==> config.mk <==
export PLATFORM = sky130hd
export DESIGN_NAME = mbd_decoder_top
export DESIGN_NICKNAME = d
export VERILOG_FILES = /design/src/core/mbd_pkg.sv /design/src/core/mbd_exec_if.sv /design/src/core/mbd_decoder_top.sv /design/src/core/mbd_cycle_timer.sv /design/src/core/mbd_branch_judge.sv
export SDC_FILE = /design/constraint.sdc
export NUM_CORES = 1
export LEC_CHECK = 0
export ABC_CLOCK_PERIOD_IN_PS = 5000
export BUFFER_PORTS_ARGS = -buffer_cell sky130_fd_sc_hd__buf_2
export CORE_UTILIZATION = 55
export CTS_BUF_LIST = sky130_fd_sc_hd__clkbuf_2 sky130_fd_sc_hd__clkbuf_4 sky130_fd_sc_hd__clkbuf_8
export CTS_CLUSTER_SIZE = 25
export DETAILED_ROUTE_END_ITERATION = 12
export PLACE_DENSITY = 0.9
export SYNTH_ARGS = -nofsm -noshare
export SYNTH_HDL_FRONTEND = slang
export SYNTH_SLANG_ARGS = --single-unit
==> constraint.sdc <==
create_clock -name sys_clk -period 5 [get_ports sys_clk]
set_input_delay 0.75 -clock sys_clk [delete_from_list [all_inputs] [get_ports sys_clk]]
set_output_delay 0.75 -clock sys_clk [all_outputs]
set_load 0.02 [all_outputs]
==> src/core/mbd_pkg.sv <==
// shared constants and types for the move, branch and bit decoder
package mbd_pkg;
    // ----------------------------
    // instruction lengths in bytes
    // ----------------------------
    localparam logic [1:0] LEN_1 = 2'h1;
    localparam logic [1:0] LEN_2 = 2'h2;
    localparam logic [1:0] LEN_3 = 2'h3;
    // ----------------------------
    // execution cycle counts
    // ----------------------------
    localparam logic [3:0] CYC_1 = 4'h1;
    localparam logic [3:0] CYC_2 = 4'h2;
    localparam logic [3:0] CYC_3 = 4'h3;
    localparam logic [3:0] CYC_4 = 4'h4;
    localparam logic [3:0] CYC_5 = 4'h5;
    localparam logic [3:0] CYC_6 = 4'h6;
    localparam logic [3:0] EXT_RD_MIN = 4'h3;
    localparam logic [3:0] EXT_RD_MAX = 4'ha;
    localparam logic [3:0] EXT_WR_MIN = 4'h4;
    localparam logic [3:0] EXT_WR_MAX = 4'hb;
    // ----------------------------
    // opcode fields and compare constants
    // ----------------------------
    localparam int BANK_LSB = 0;
    localparam int BANK_MSB = 2;
    localparam int PTR_BIT = 0;
    localparam int AHI_LSB = 5;
    localparam int AHI_MSB = 7;
    localparam logic [7:0] ZERO_BYTE = 8'h00;
    localparam logic [7:0] ONE_BYTE = 8'h01;
    // ----------------------------
    // branch conditions
    // ----------------------------
    typedef enum logic [3:0] {
        CD_NONE = 4'b0000,
        CD_ALWAYS = 4'b0001,
        CD_ACC_Z = 4'b0010,
        CD_ACC_NZ = 4'b0011,
        CD_CY_SET = 4'b0100,
        CD_CY_CLR = 4'b0101,
        CD_BIT_SET = 4'b0110,
        CD_BIT_CLR = 4'b0111,
        CD_UNEQUAL = 4'b1000,
        CD_DEC_NZ = 4'b1001
    } mbd_cond_t;
endpackage : mbd_pkg

==> src/core/mbd_exec_if.sv <==
// timer and branch condition signals shared inside the decoder
`timescale 1ns/1ps
interface mbd_exec_if #(parameter int CYC_W = 4);
    logic start;
    logic [CYC_W-1:0] load;
    logic busy;
    logic last;
    mbd_pkg::mbd_cond_t cond;
    logic [7:0] acc;
    logic carry;
    logic bit_val;
    logic [7:0] opnd_a;
    logic [7:0] opnd_b;
    logic taken;
    logic below;
    modport ctrl (output start, load, cond, acc, carry, bit_val, opnd_a, opnd_b,
                  input busy, last, taken, below);
    modport timer (input start, load, output busy, last);
    modport judge (input cond, acc, carry, bit_val, opnd_a, opnd_b, output taken, below);
endinterface : mbd_exec_if

==> src/core/mbd_decoder_top.sv <==
// decode and cycle timing for move, branch and bit instructions
// Notes on behaviour
// - 0x75 immediate to direct, 3 bytes 3 cycles
// - 0xF6-F7 accumulator to indirect, 1 byte 3
// - 0xA6-A7 direct to indirect, 2 bytes 5
// - 0x76-77 immediate to indirect, 2 bytes 3
// - 0x90 loads data pointer, 3 bytes 3
// - 0x93/0x83 code byte fetch, 1 byte 3
// - external reads 0xE2-E3/0xE0, 3 to 10 cycles
// - external writes 0xF2-F3/0xF0, 4 to 11 cycles
// - push 0xC0 4 cycles, pop 0xD0 3
// - accumulator swaps 0xC8-CF, 0xC5, 0xC6-C7
// - 0xD6-D7 swaps low nibbles only, 3 cycles
// - calls take 6; absolute xxx10001b, long 0x12
// - 0x80 short relative jump, 2 bytes 3
// - 0x73 jump accumulator plus pointer, 2 cycles
// - 0x60/0x70/0x40/0x50 conditional jumps, 2 bytes 3
// - 0x20/0x30 bit conditional jumps, 3 bytes 4
// - 0x10 jumps if bit set, clears it
// - compare jump unequal 0xB4-BF, 3 bytes 4
// - decrement jump 0xD8-DF 2/3, 0xD5 3/4
// - bit clear/set/invert, carry-only forms one cycle
// - carry and/or with bit or complement
// - 0xA2 bit to carry, 0x92 carry to bit
`timescale 1ns/1ps
module mbd_decoder_top (
    // clock and reset
    input wire logic sys_clk,
    input wire logic rst_b,
    input wire logic clk_en,
    // opcode fetch
    input wire logic op_valid,
    input wire logic [7:0] op_byte,
    output logic op_ready,
    // datapath operands, read in the last execution cycle
    input wire logic [7:0] acc_val,
    input wire logic carry_val,
    input wire logic bit_val,
    input wire logic [7:0] opnd_a,
    input wire logic [7:0] opnd_b,
    // external data wait states, read at accept
    input wire logic [2:0] ext_wait,
    // decoded instruction
    output logic dec_valid,
    output logic [5:0] dec_class,
    output logic [1:0] dec_len,
    output logic [3:0] dec_cycles,
    output logic [2:0] bank_sel,
    output logic ptr_sel,
    output logic [2:0] call_addr_hi,
    output logic unsupported,
    // memory side requests
    output logic ext_rd,
    output logic ext_wr,
    output logic use_data_pointer,
    output logic code_fetch,
    output logic stack_push,
    output logic stack_pop,
    output logic nibble_only,
    // completion
    output logic busy,
    output logic exec_done,
    output logic jump_taken,
    output logic bit_clear_req,
    output logic compare_below
);
    // ----------------------------
    // local names for shared constants
    // ----------------------------
    localparam logic [1:0] L1 = mbd_pkg::LEN_1;
    localparam logic [1:0] L2 = mbd_pkg::LEN_2;
    localparam logic [1:0] L3 = mbd_pkg::LEN_3;
    localparam logic [3:0] C1 = mbd_pkg::CYC_1;
    localparam logic [3:0] C2 = mbd_pkg::CYC_2;
    localparam logic [3:0] C3 = mbd_pkg::CYC_3;
    localparam logic [3:0] C4 = mbd_pkg::CYC_4;
    localparam logic [3:0] C5 = mbd_pkg::CYC_5;
    localparam logic [3:0] C6 = mbd_pkg::CYC_6;
    localparam mbd_pkg::mbd_cond_t KN = mbd_pkg::CD_NONE;
    localparam mbd_pkg::mbd_cond_t KA = mbd_pkg::CD_ALWAYS;

    // ----------------------------
    // types
    // ----------------------------
    typedef enum logic [5:0] {
        OC_NONE = 6'b000000,
        OC_MV_DIR_IMM = 6'b000001,
        OC_MV_IND_ACC = 6'b000010,
        OC_MV_IND_DIR = 6'b000011,
        OC_MV_IND_IMM = 6'b000100,
        OC_DP_LOAD = 6'b000101,
        OC_CODE_DP = 6'b000110,
        OC_CODE_PC = 6'b000111,
        OC_XRD_REG = 6'b001000,
        OC_XRD_DP = 6'b001001,
        OC_XWR_REG = 6'b001010,
        OC_XWR_DP = 6'b001011,
        OC_STK_PUSH = 6'b001100,
        OC_STK_POP = 6'b001101,
        OC_SWP_REG = 6'b001110,
        OC_SWP_DIR = 6'b001111,
        OC_SWP_IND = 6'b010000,
        OC_SWP_NIB = 6'b010001,
        OC_CALL_ABS = 6'b010010,
        OC_CALL_LONG = 6'b010011,
        OC_BR_SHORT = 6'b010100,
        OC_BR_IND = 6'b010101,
        OC_BR_AZ = 6'b010110,
        OC_BR_ANZ = 6'b010111,
        OC_BR_CS = 6'b011000,
        OC_BR_CC = 6'b011001,
        OC_BR_BS = 6'b011010,
        OC_BR_BC = 6'b011011,
        OC_BR_BSC = 6'b011100,
        OC_CMP_DIR = 6'b011101,
        OC_CMP_IMM = 6'b011110,
        OC_CMP_REG = 6'b011111,
        OC_CMP_IND = 6'b100000,
        OC_DEC_REG = 6'b100001,
        OC_DEC_DIR = 6'b100010,
        OC_BIT_CLR = 6'b100011,
        OC_BIT_SET = 6'b100100,
        OC_BIT_INV = 6'b100101,
        OC_CY_CLR = 6'b100110,
        OC_CY_SET = 6'b100111,
        OC_CY_INV = 6'b101000,
        OC_CY_AND = 6'b101001,
        OC_CY_ANDN = 6'b101010,
        OC_CY_OR = 6'b101011,
        OC_CY_ORN = 6'b101100,
        OC_CY_LOAD = 6'b101101,
        OC_BIT_STORE = 6'b101110
    } mbd_opc_t;

    typedef struct packed {
        mbd_opc_t cls;
        logic [1:0] len;
        logic [3:0] cyc;
        mbd_pkg::mbd_cond_t cond;
    } mbd_dec_t;

    typedef enum logic [1:0] {
        ST_IDLE = 2'b00,
        ST_EXEC = 2'b01,
        ST_DONE = 2'b10
    } mbd_state_t;

    // ----------------------------
    // opcode table
    // ----------------------------
    function automatic mbd_dec_t decode(input logic [7:0] op);
        mbd_dec_t d;
        d = '{OC_NONE, L1, C1, KN};
        casez (op)
            8'h75: d = '{OC_MV_DIR_IMM, L3, C3, KN};
            8'b1111011?: d = '{OC_MV_IND_ACC, L1, C3, KN};
            8'b1010011?: d = '{OC_MV_IND_DIR, L2, C5, KN};
            8'b0111011?: d = '{OC_MV_IND_IMM, L2, C3, KN};
            8'h90: d = '{OC_DP_LOAD, L3, C3, KN};
            8'h93: d = '{OC_CODE_DP, L1, C3, KN};
            8'h83: d = '{OC_CODE_PC, L1, C3, KN};
            8'b1110001?: d = '{OC_XRD_REG, L1, mbd_pkg::EXT_RD_MIN, KN};
            8'he0: d = '{OC_XRD_DP, L1, mbd_pkg::EXT_RD_MIN, KN};
            8'b1111001?: d = '{OC_XWR_REG, L1, mbd_pkg::EXT_WR_MIN, KN};
            8'hf0: d = '{OC_XWR_DP, L1, mbd_pkg::EXT_WR_MIN, KN};
            8'hc0: d = '{OC_STK_PUSH, L2, C4, KN};
            8'hd0: d = '{OC_STK_POP, L2, C3, KN};
            8'b11001???: d = '{OC_SWP_REG, L1, C2, KN};
            8'hc5: d = '{OC_SWP_DIR, L2, C3, KN};
            8'b1100011?: d = '{OC_SWP_IND, L1, C3, KN};
            8'b1101011?: d = '{OC_SWP_NIB, L1, C3, KN};
            8'b???10001: d = '{OC_CALL_ABS, L2, C6, KA};
            8'h12: d = '{OC_CALL_LONG, L3, C6, KA};
            8'h80: d = '{OC_BR_SHORT, L2, C3, KA};
            8'h73: d = '{OC_BR_IND, L1, C2, KA};
            8'h60: d = '{OC_BR_AZ, L2, C3, mbd_pkg::CD_ACC_Z};
            8'h70: d = '{OC_BR_ANZ, L2, C3, mbd_pkg::CD_ACC_NZ};
            8'h40: d = '{OC_BR_CS, L2, C3, mbd_pkg::CD_CY_SET};
            8'h50: d = '{OC_BR_CC, L2, C3, mbd_pkg::CD_CY_CLR};
            8'h20: d = '{OC_BR_BS, L3, C4, mbd_pkg::CD_BIT_SET};
            8'h30: d = '{OC_BR_BC, L3, C4, mbd_pkg::CD_BIT_CLR};
            8'h10: d = '{OC_BR_BSC, L3, C4, mbd_pkg::CD_BIT_SET};
            8'hb5: d = '{OC_CMP_DIR, L3, C4, mbd_pkg::CD_UNEQUAL};
            8'hb4: d = '{OC_CMP_IMM, L3, C4, mbd_pkg::CD_UNEQUAL};
            8'b10111???: d = '{OC_CMP_REG, L3, C4, mbd_pkg::CD_UNEQUAL};
            8'b1011011?: d = '{OC_CMP_IND, L3, C4, mbd_pkg::CD_UNEQUAL};
            8'b11011???: d = '{OC_DEC_REG, L2, C3, mbd_pkg::CD_DEC_NZ};
            8'hd5: d = '{OC_DEC_DIR, L3, C4, mbd_pkg::CD_DEC_NZ};
            8'hc2: d = '{OC_BIT_CLR, L2, C3, KN};
            8'hd2: d = '{OC_BIT_SET, L2, C3, KN};
            8'hb2: d = '{OC_BIT_INV, L2, C3, KN};
            8'hc3: d = '{OC_CY_CLR, L1, C1, KN};
            8'hd3: d = '{OC_CY_SET, L1, C1, KN};
            8'hb3: d = '{OC_CY_INV, L1, C1, KN};
            8'h82: d = '{OC_CY_AND, L2, C2, KN};
            8'hb0: d = '{OC_CY_ANDN, L2, C2, KN};
            8'h72: d = '{OC_CY_OR, L2, C2, KN};
            8'ha0: d = '{OC_CY_ORN, L2, C2, KN};
            8'ha2: d = '{OC_CY_LOAD, L2, C2, KN};
            8'h92: d = '{OC_BIT_STORE, L2, C3, KN};
            default: d = '{OC_NONE, L1, C1, KN};
        endcase
        return d;
    endfunction : decode

    // ----------------------------
    // decode of the offered opcode
    // ----------------------------
    mbd_dec_t dec;
    logic [3:0] cyc_nxt;
    logic [3:0] ext_rd_cyc;
    logic [3:0] ext_wr_cyc;
    logic accept;

    assign dec = decode(op_byte);
    assign ext_rd_cyc = mbd_pkg::EXT_RD_MIN + {1'b0, ext_wait};
    assign ext_wr_cyc = mbd_pkg::EXT_WR_MIN + {1'b0, ext_wait};

    // wait states stretch external access up to its ceiling
    always_comb begin
        cyc_nxt = dec.cyc;
        if (dec.cls inside {OC_XRD_REG, OC_XRD_DP}) begin
            cyc_nxt = (ext_rd_cyc > mbd_pkg::EXT_RD_MAX) ? mbd_pkg::EXT_RD_MAX : ext_rd_cyc;
        end else if (dec.cls inside {OC_XWR_REG, OC_XWR_DP}) begin
            cyc_nxt = (ext_wr_cyc > mbd_pkg::EXT_WR_MAX) ? mbd_pkg::EXT_WR_MAX : ext_wr_cyc;
        end
    end

    // ----------------------------
    // sequencing
    // ----------------------------
    mbd_state_t state_r;
    mbd_state_t state_nxt;
    logic op_ready_r;
    mbd_exec_if #(.CYC_W(4)) ex ();

    assign accept = op_valid && op_ready_r && clk_en;

    always_comb begin
        state_nxt = state_r;
        unique case (state_r)
            ST_IDLE: if (accept) state_nxt = ST_EXEC;
            ST_EXEC: if (ex.last) state_nxt = ST_DONE;
            ST_DONE: state_nxt = ST_IDLE;
            default: state_nxt = ST_IDLE;
        endcase
    end

    always_ff @(posedge sys_clk) begin
        if (!rst_b) begin
            state_r <= ST_IDLE;
            op_ready_r <= 1'b0;
        end else if (clk_en) begin
            state_r <= state_nxt;
            op_ready_r <= state_nxt == ST_IDLE;
        end
    end

    assign ex.start = accept;
    assign ex.load = cyc_nxt;
    assign ex.acc = acc_val;
    assign ex.carry = carry_val;
    assign ex.bit_val = bit_val;
    assign ex.opnd_a = opnd_a;
    assign ex.opnd_b = opnd_b;

    mbd_cycle_timer #(.CYC_W(4)) u_timer (
        .sys_clk(sys_clk),
        .rst_b(rst_b),
        .clk_en(clk_en),
        .ex(ex.timer)
    );

    mbd_branch_judge u_judge (
        .ex(ex.judge)
    );

    // ----------------------------
    // decoded fields, held for the whole instruction
    // ----------------------------
    mbd_opc_t cls_r;
    logic [1:0] len_r;
    logic [3:0] cyc_r;
    logic [2:0] bank_r;
    logic ptr_r;
    logic [2:0] ahi_r;
    logic dec_valid_r;
    logic unsup_r;

    always_ff @(posedge sys_clk) begin
        if (!rst_b) begin
            cls_r <= OC_NONE;
            len_r <= L1;
            cyc_r <= C1;
            bank_r <= 3'h0;
            ptr_r <= 1'b0;
            ahi_r <= 3'h0;
            ex.cond <= KN;
        end else if (accept) begin
            cls_r <= dec.cls;
            len_r <= dec.len;
            cyc_r <= cyc_nxt;
            bank_r <= op_byte[mbd_pkg::BANK_MSB:mbd_pkg::BANK_LSB];
            ptr_r <= op_byte[mbd_pkg::PTR_BIT];
            ahi_r <= op_byte[mbd_pkg::AHI_MSB:mbd_pkg::AHI_LSB];
            ex.cond <= dec.cond;
        end
    end

    always_ff @(posedge sys_clk) begin
        if (!rst_b) begin
            dec_valid_r <= 1'b0;
            unsup_r <= 1'b0;
        end else if (clk_en) begin
            dec_valid_r <= state_nxt != ST_IDLE;
            // registered so the flag leaves a flip-flop like every other output
            unsup_r <= state_nxt != ST_IDLE && (accept ? dec.cls == OC_NONE : cls_r == OC_NONE);
        end
    end

    // ----------------------------
    // memory side requests, high while executing
    // ----------------------------
    logic ext_rd_r;
    logic ext_wr_r;
    logic dp_r;
    logic code_r;
    logic push_r;
    logic pop_r;
    logic nib_r;

    always_ff @(posedge sys_clk) begin
        if (!rst_b) begin
            ext_rd_r <= 1'b0;
            ext_wr_r <= 1'b0;
            dp_r <= 1'b0;
            code_r <= 1'b0;
            push_r <= 1'b0;
            pop_r <= 1'b0;
            nib_r <= 1'b0;
        end else if (accept) begin
            ext_rd_r <= dec.cls inside {OC_XRD_REG, OC_XRD_DP};
            ext_wr_r <= dec.cls inside {OC_XWR_REG, OC_XWR_DP};
            dp_r <= dec.cls inside {OC_XRD_DP, OC_XWR_DP, OC_CODE_DP, OC_BR_IND, OC_DP_LOAD};
            code_r <= dec.cls inside {OC_CODE_DP, OC_CODE_PC};
            push_r <= dec.cls inside {OC_STK_PUSH, OC_CALL_ABS, OC_CALL_LONG};
            pop_r <= dec.cls == OC_STK_POP;
            nib_r <= dec.cls == OC_SWP_NIB;
        end else if (clk_en && ex.last) begin
            ext_rd_r <= 1'b0;
            ext_wr_r <= 1'b0;
            dp_r <= 1'b0;
            code_r <= 1'b0;
            push_r <= 1'b0;
            pop_r <= 1'b0;
            nib_r <= 1'b0;
        end
    end

    // ----------------------------
    // completion and branch outcome
    // ----------------------------
    logic done_r;
    logic taken_r;
    logic bclr_r;
    logic below_r;

    always_ff @(posedge sys_clk) begin
        if (!rst_b) begin
            done_r <= 1'b0;
        end else if (clk_en) begin
            done_r <= ex.last;
        end
    end

    always_ff @(posedge sys_clk) begin
        if (!rst_b) begin
            taken_r <= 1'b0;
            bclr_r <= 1'b0;
            below_r <= 1'b0;
        end else if (accept) begin
            taken_r <= 1'b0;
            bclr_r <= 1'b0;
            below_r <= 1'b0;
        end else if (clk_en && ex.last) begin
            taken_r <= ex.taken;
            bclr_r <= cls_r == OC_BR_BSC && ex.taken;
            below_r <= cls_r inside {OC_CMP_DIR, OC_CMP_IMM, OC_CMP_REG, OC_CMP_IND} && ex.below;
        end
    end

    // ----------------------------
    // outputs
    // ----------------------------
    assign op_ready = op_ready_r;
    assign dec_valid = dec_valid_r;
    assign dec_class = cls_r;
    assign dec_len = len_r;
    assign dec_cycles = cyc_r;
    assign bank_sel = bank_r;
    assign ptr_sel = ptr_r;
    assign call_addr_hi = ahi_r;
    assign unsupported = unsup_r;
    assign ext_rd = ext_rd_r;
    assign ext_wr = ext_wr_r;
    assign use_data_pointer = dp_r;
    assign code_fetch = code_r;
    assign stack_push = push_r;
    assign stack_pop = pop_r;
    assign nibble_only = nib_r;
    assign busy = ex.busy;
    assign exec_done = done_r;
    assign jump_taken = taken_r;
    assign bit_clear_req = bclr_r;
    assign compare_below = below_r;
endmodule : mbd_decoder_top

==> src/core/mbd_cycle_timer.sv <==
// execution cycle counter
`timescale 1ns/1ps
module mbd_cycle_timer #(parameter int CYC_W = 4) (
    // clock and reset
    input wire logic sys_clk,
    input wire logic rst_b,
    input wire logic clk_en,
    // control
    mbd_exec_if.timer ex
);
    logic [CYC_W-1:0] cnt_r;
    logic busy_r;

    always_ff @(posedge sys_clk) begin
        if (!rst_b) begin
            busy_r <= 1'b0;
        end else if (clk_en) begin
            if (ex.start) begin
                busy_r <= 1'b1;
            end else if (busy_r && cnt_r == '0) begin
                busy_r <= 1'b0;
            end
        end
    end

    always_ff @(posedge sys_clk) begin
        if (!rst_b) begin
            cnt_r <= '0;
        end else if (clk_en) begin
            if (ex.start) begin
                cnt_r <= ex.load - CYC_W'(1);
            end else if (busy_r && cnt_r != '0) begin
                cnt_r <= cnt_r - CYC_W'(1);
            end
        end
    end

    assign ex.busy = busy_r;
    assign ex.last = busy_r && cnt_r == '0;
endmodule : mbd_cycle_timer

==> src/core/mbd_branch_judge.sv <==
// branch condition evaluation
`timescale 1ns/1ps
module mbd_branch_judge (
    // operands and condition
    mbd_exec_if.judge ex
);
    always_comb begin
        ex.taken = 1'b0;
        unique case (ex.cond)
            mbd_pkg::CD_NONE: ex.taken = 1'b0;
            mbd_pkg::CD_ALWAYS: ex.taken = 1'b1;
            mbd_pkg::CD_ACC_Z: ex.taken = ex.acc == mbd_pkg::ZERO_BYTE;
            mbd_pkg::CD_ACC_NZ: ex.taken = ex.acc != mbd_pkg::ZERO_BYTE;
            mbd_pkg::CD_CY_SET: ex.taken = ex.carry;
            mbd_pkg::CD_CY_CLR: ex.taken = !ex.carry;
            mbd_pkg::CD_BIT_SET: ex.taken = ex.bit_val;
            mbd_pkg::CD_BIT_CLR: ex.taken = !ex.bit_val;
            mbd_pkg::CD_UNEQUAL: ex.taken = ex.opnd_a != ex.opnd_b;
            // value before the decrement; taken unless it reaches zero
            mbd_pkg::CD_DEC_NZ: ex.taken = ex.opnd_a != mbd_pkg::ONE_BYTE;
            default: ex.taken = 1'b0;
        endcase
    end

    // carry result of a compare
    assign ex.below = ex.opnd_a < ex.opnd_b;
endmodule : mbd_branch_judge

==> out/results.tsv <==
metric	value	unit
run status	completed	
first-pass GRT wire length	18100	um
DR WL met3	966	um
gate count of the mapped netlist	497	
Seq/Total Area, Yosys	0.235	
Startpoint Class	input port	
n_diodes	0	
post-detail-place hpwl	8340	um
Site Rows	29	
Arr. time, crit path	4.29	ns
Setup crit end kind	flop	
Leak	1.73	nW
synthesized flop and latch total	43	
DP Area	0.00399	mm2
Final setup viols	0	
total negative slack	0	ns
largest net degree at the start of global routing	40	
Worst Hold Margin	0.443	ns
Setup CP Type	input port to flop	
vias in the first global route	3796	
slowest cell delay on critical path	0.58	ns
DRT Wirelength	11100	um
Starting Density	0.574	
Simple-Gate Fraction of Synth Area	0.375	
fin worst setup slack	0.934	ns
Hold WC Path Type	flop to flop	
DIE WIDTH	83.6	um
Post-Syn Area per Cell	7.37	um2
Max-cap violations	0	
clock root buffer	clkbuf_8	
Placer Congestion	0.964	
critical-path maximum fanout	36	
clock skew	0.00844	ns
layout cells sized above 1	0.203	
mux contribution to synthesized area	0.00956	
Die ar.	0.00699	mm2
drt first pass iters	5	
# IOs	75	
routed via count	4108	
Max Fclk	0.246	GHz
worst endpoint required time	5.22	ns
Clock Pin Slew Worst Setup and Hold Paths	0.09	ns
PortBufs	74	
EDFF count, synth	0	
H-tree depth	2	
Pins Over Slew Limit	0	
FILL cells	581	
clock latency at the later pin of the worst-skew pair	0.30	ns
Synth Area in Adders	0.0376	
setup repair after global routing missed its margin	false	
Min Clock Period, post-route	4.07	ns
Area Overhead vs Synth	11.5	%
Main synth FF type	dfxtp_1	
average wire per standard cell	17.8	um
relative slew slack	0.337	
hold_buf cts	0	
Num CTS Buffers	5	
Final period util	0.813	
fraction of registers with async set/reset	0	
slowest CP cell	or4_1	
Nets	599	
Post-CTS Setup Bufs	0	
Bufs on Longest Clock Path	2	
Least-Margin Pin Slew	0.981	ns
DRT met1 WL	4720	um
gr ovfl total	0	
worst slack, placed	0.691	ns
Total GRT Usage	0.313	
antenna-violating nets left	0	
mapped cell area	0.00366	mm2
design area	0.00408	mm2
Buf+Inv Stages, Crit Path	1	
most frequent cell on the critical path	or4_1	
DRC viols	0	
main combinational cell family by area after synthesis	simple AND/OR/NAND/NOR gates	
# resized after CTS	0	
Met2 Wirelength	5020	um
Synth Area in XOR/XNOR	0.00717	
initial antenna violation count	0	
TritonCTS clock tree	built	
syn nets	549	
Cells after DPL	617	
DRT iter0 DRCs	617	
total core area	0.00639	mm2
Final Hold Fails	0	
routed vias/inst	6.57	
post-synthesis compound-gate area fraction	0.274	
non-filler instance count after layout	625	
Peak VDD IR	0.207	mV
flop2flop setup slack	2.22	ns
crit-path leading delay family	simple AND/OR/NAND/NOR gates	
top sig layer	met4	
Unique masters post-synth	81	
pwr dens	197	mW/mm2
clk sinks	43	
Die H	83.6	um
worst path cell trace	buf_2, xor2_1, a32o_1, a211o_1, or4_1, or4_1, o211ai_1, o211a_4, a21oi_1, ha_1, or3_1, a31oi_1	
YS warnings	0	
## metal layers
layer	track usage	vias up
li1	-	1954
met4	0.136	0
met3	0.0504	34
met1	0.418	1863
met5	0	-
met2	0.500	257
## tightest hold or removal path, cell delays in order, from the launching register on
cell and delay (ns):
dfxtp_1 0.32, nand2_1 0.05, nand2_1 0.04
## registers in the layout, indices dropped and copies added, names as in the netlist, 2 cells and up
signal,count
dec_cycles,4
dec_len,2
u_timer.cnt_r,4
ex.cond,4
dec_class,6
call_addr_hi,3
state_r,2
bank_sel,3
## metrics by stage
| step | utilization | power (mW) |
|---|---|---|
| 2_1_floorplan | - | 0.512 |
| 5_1_grt | 0.639 | 0.845 |
| 3_5_place_dp | 0.625 | 0.572 |
| 3_3_place_gp | 0.625 | 0.568 |
| 4_1_cts | 0.639 | 0.804 |
| 6_report | 0.639 | 0.804 |
## power breakdown
group,leakage [nW],internal [mW],switching [mW]
logic,1.33,0.0772,0.137
clock network,0.0491,0.103,0.131
registers,0.348,0.350,0.00611
## layout make-up
class | count | area [um2] | share of cell area
Multi-Input combinational cell | 403 | 2570 | 0.631
Sequential cell | 43 | 861 | 0.211
Timing Repair Buffer | 77 | 393 | 0.0962
Tap cell | 77 | 96.3 | 0.0236
Clock buffer | 5 | 68.8 | 0.0169
Inverter | 17 | 63.8 | 0.0156
Clock inverter | 3 | 26.3 | 0.00643
## path summary, 6_finish.rpt
check / startpoint / end / cells after the start
worst max-delay path: op_byte[5] / u_timer.cnt_r[2] / 12
worst min-delay path: jump_taken / jump_taken / 2
worst max register to register: op_ready / u_timer.cnt_r[2] / 13
worst min register to register: jump_taken / jump_taken / 2
## Yosys cell counts (all sizes together) (11+ instances only)
library cell	count	area [um2]
a21oi	38	190
buf	22	119
clkbuf	12	45.0
dfxtp	43	861
ha	11	138
inv	17	63.8
nand2	65	246
nand3	16	80.1
nor2	44	165
nor2b	11	68.8
nor3	14	75.1
nor4	12	103
o21ai	34	174
## cells in the final DEF (no fill, tap or decap), types with 6 or more instances in the layout
cell / instances
or3_1: 8
a21oi_1: 38
a31oi_1: 9
o21ai_0: 33
ha_1: 11
nor2_1: 44
nand2b_1: 8
nor3_1: 13
a211oi_1: 8
nor4_1: 9
and2_1: 7
nand4_1: 7
buf_2: 74
nor2b_1: 11
dfxtp_1: 43
or4_1: 6
inv_1: 17
nand3_1: 16
nand2_1: 64
## cell families (layout without fill, tap and decap cells)
kind of cell / count (synthesis) / after routing
mux: 3 / 3
xor+xnor: 3 / 3
compound gates: 146 / 146
simple gates: 240 / 240
fa+ha+maj: 11 / 11
buf+inv: 51 / 102
flops: 43 / 43
(Power assumes the default switching activity.)
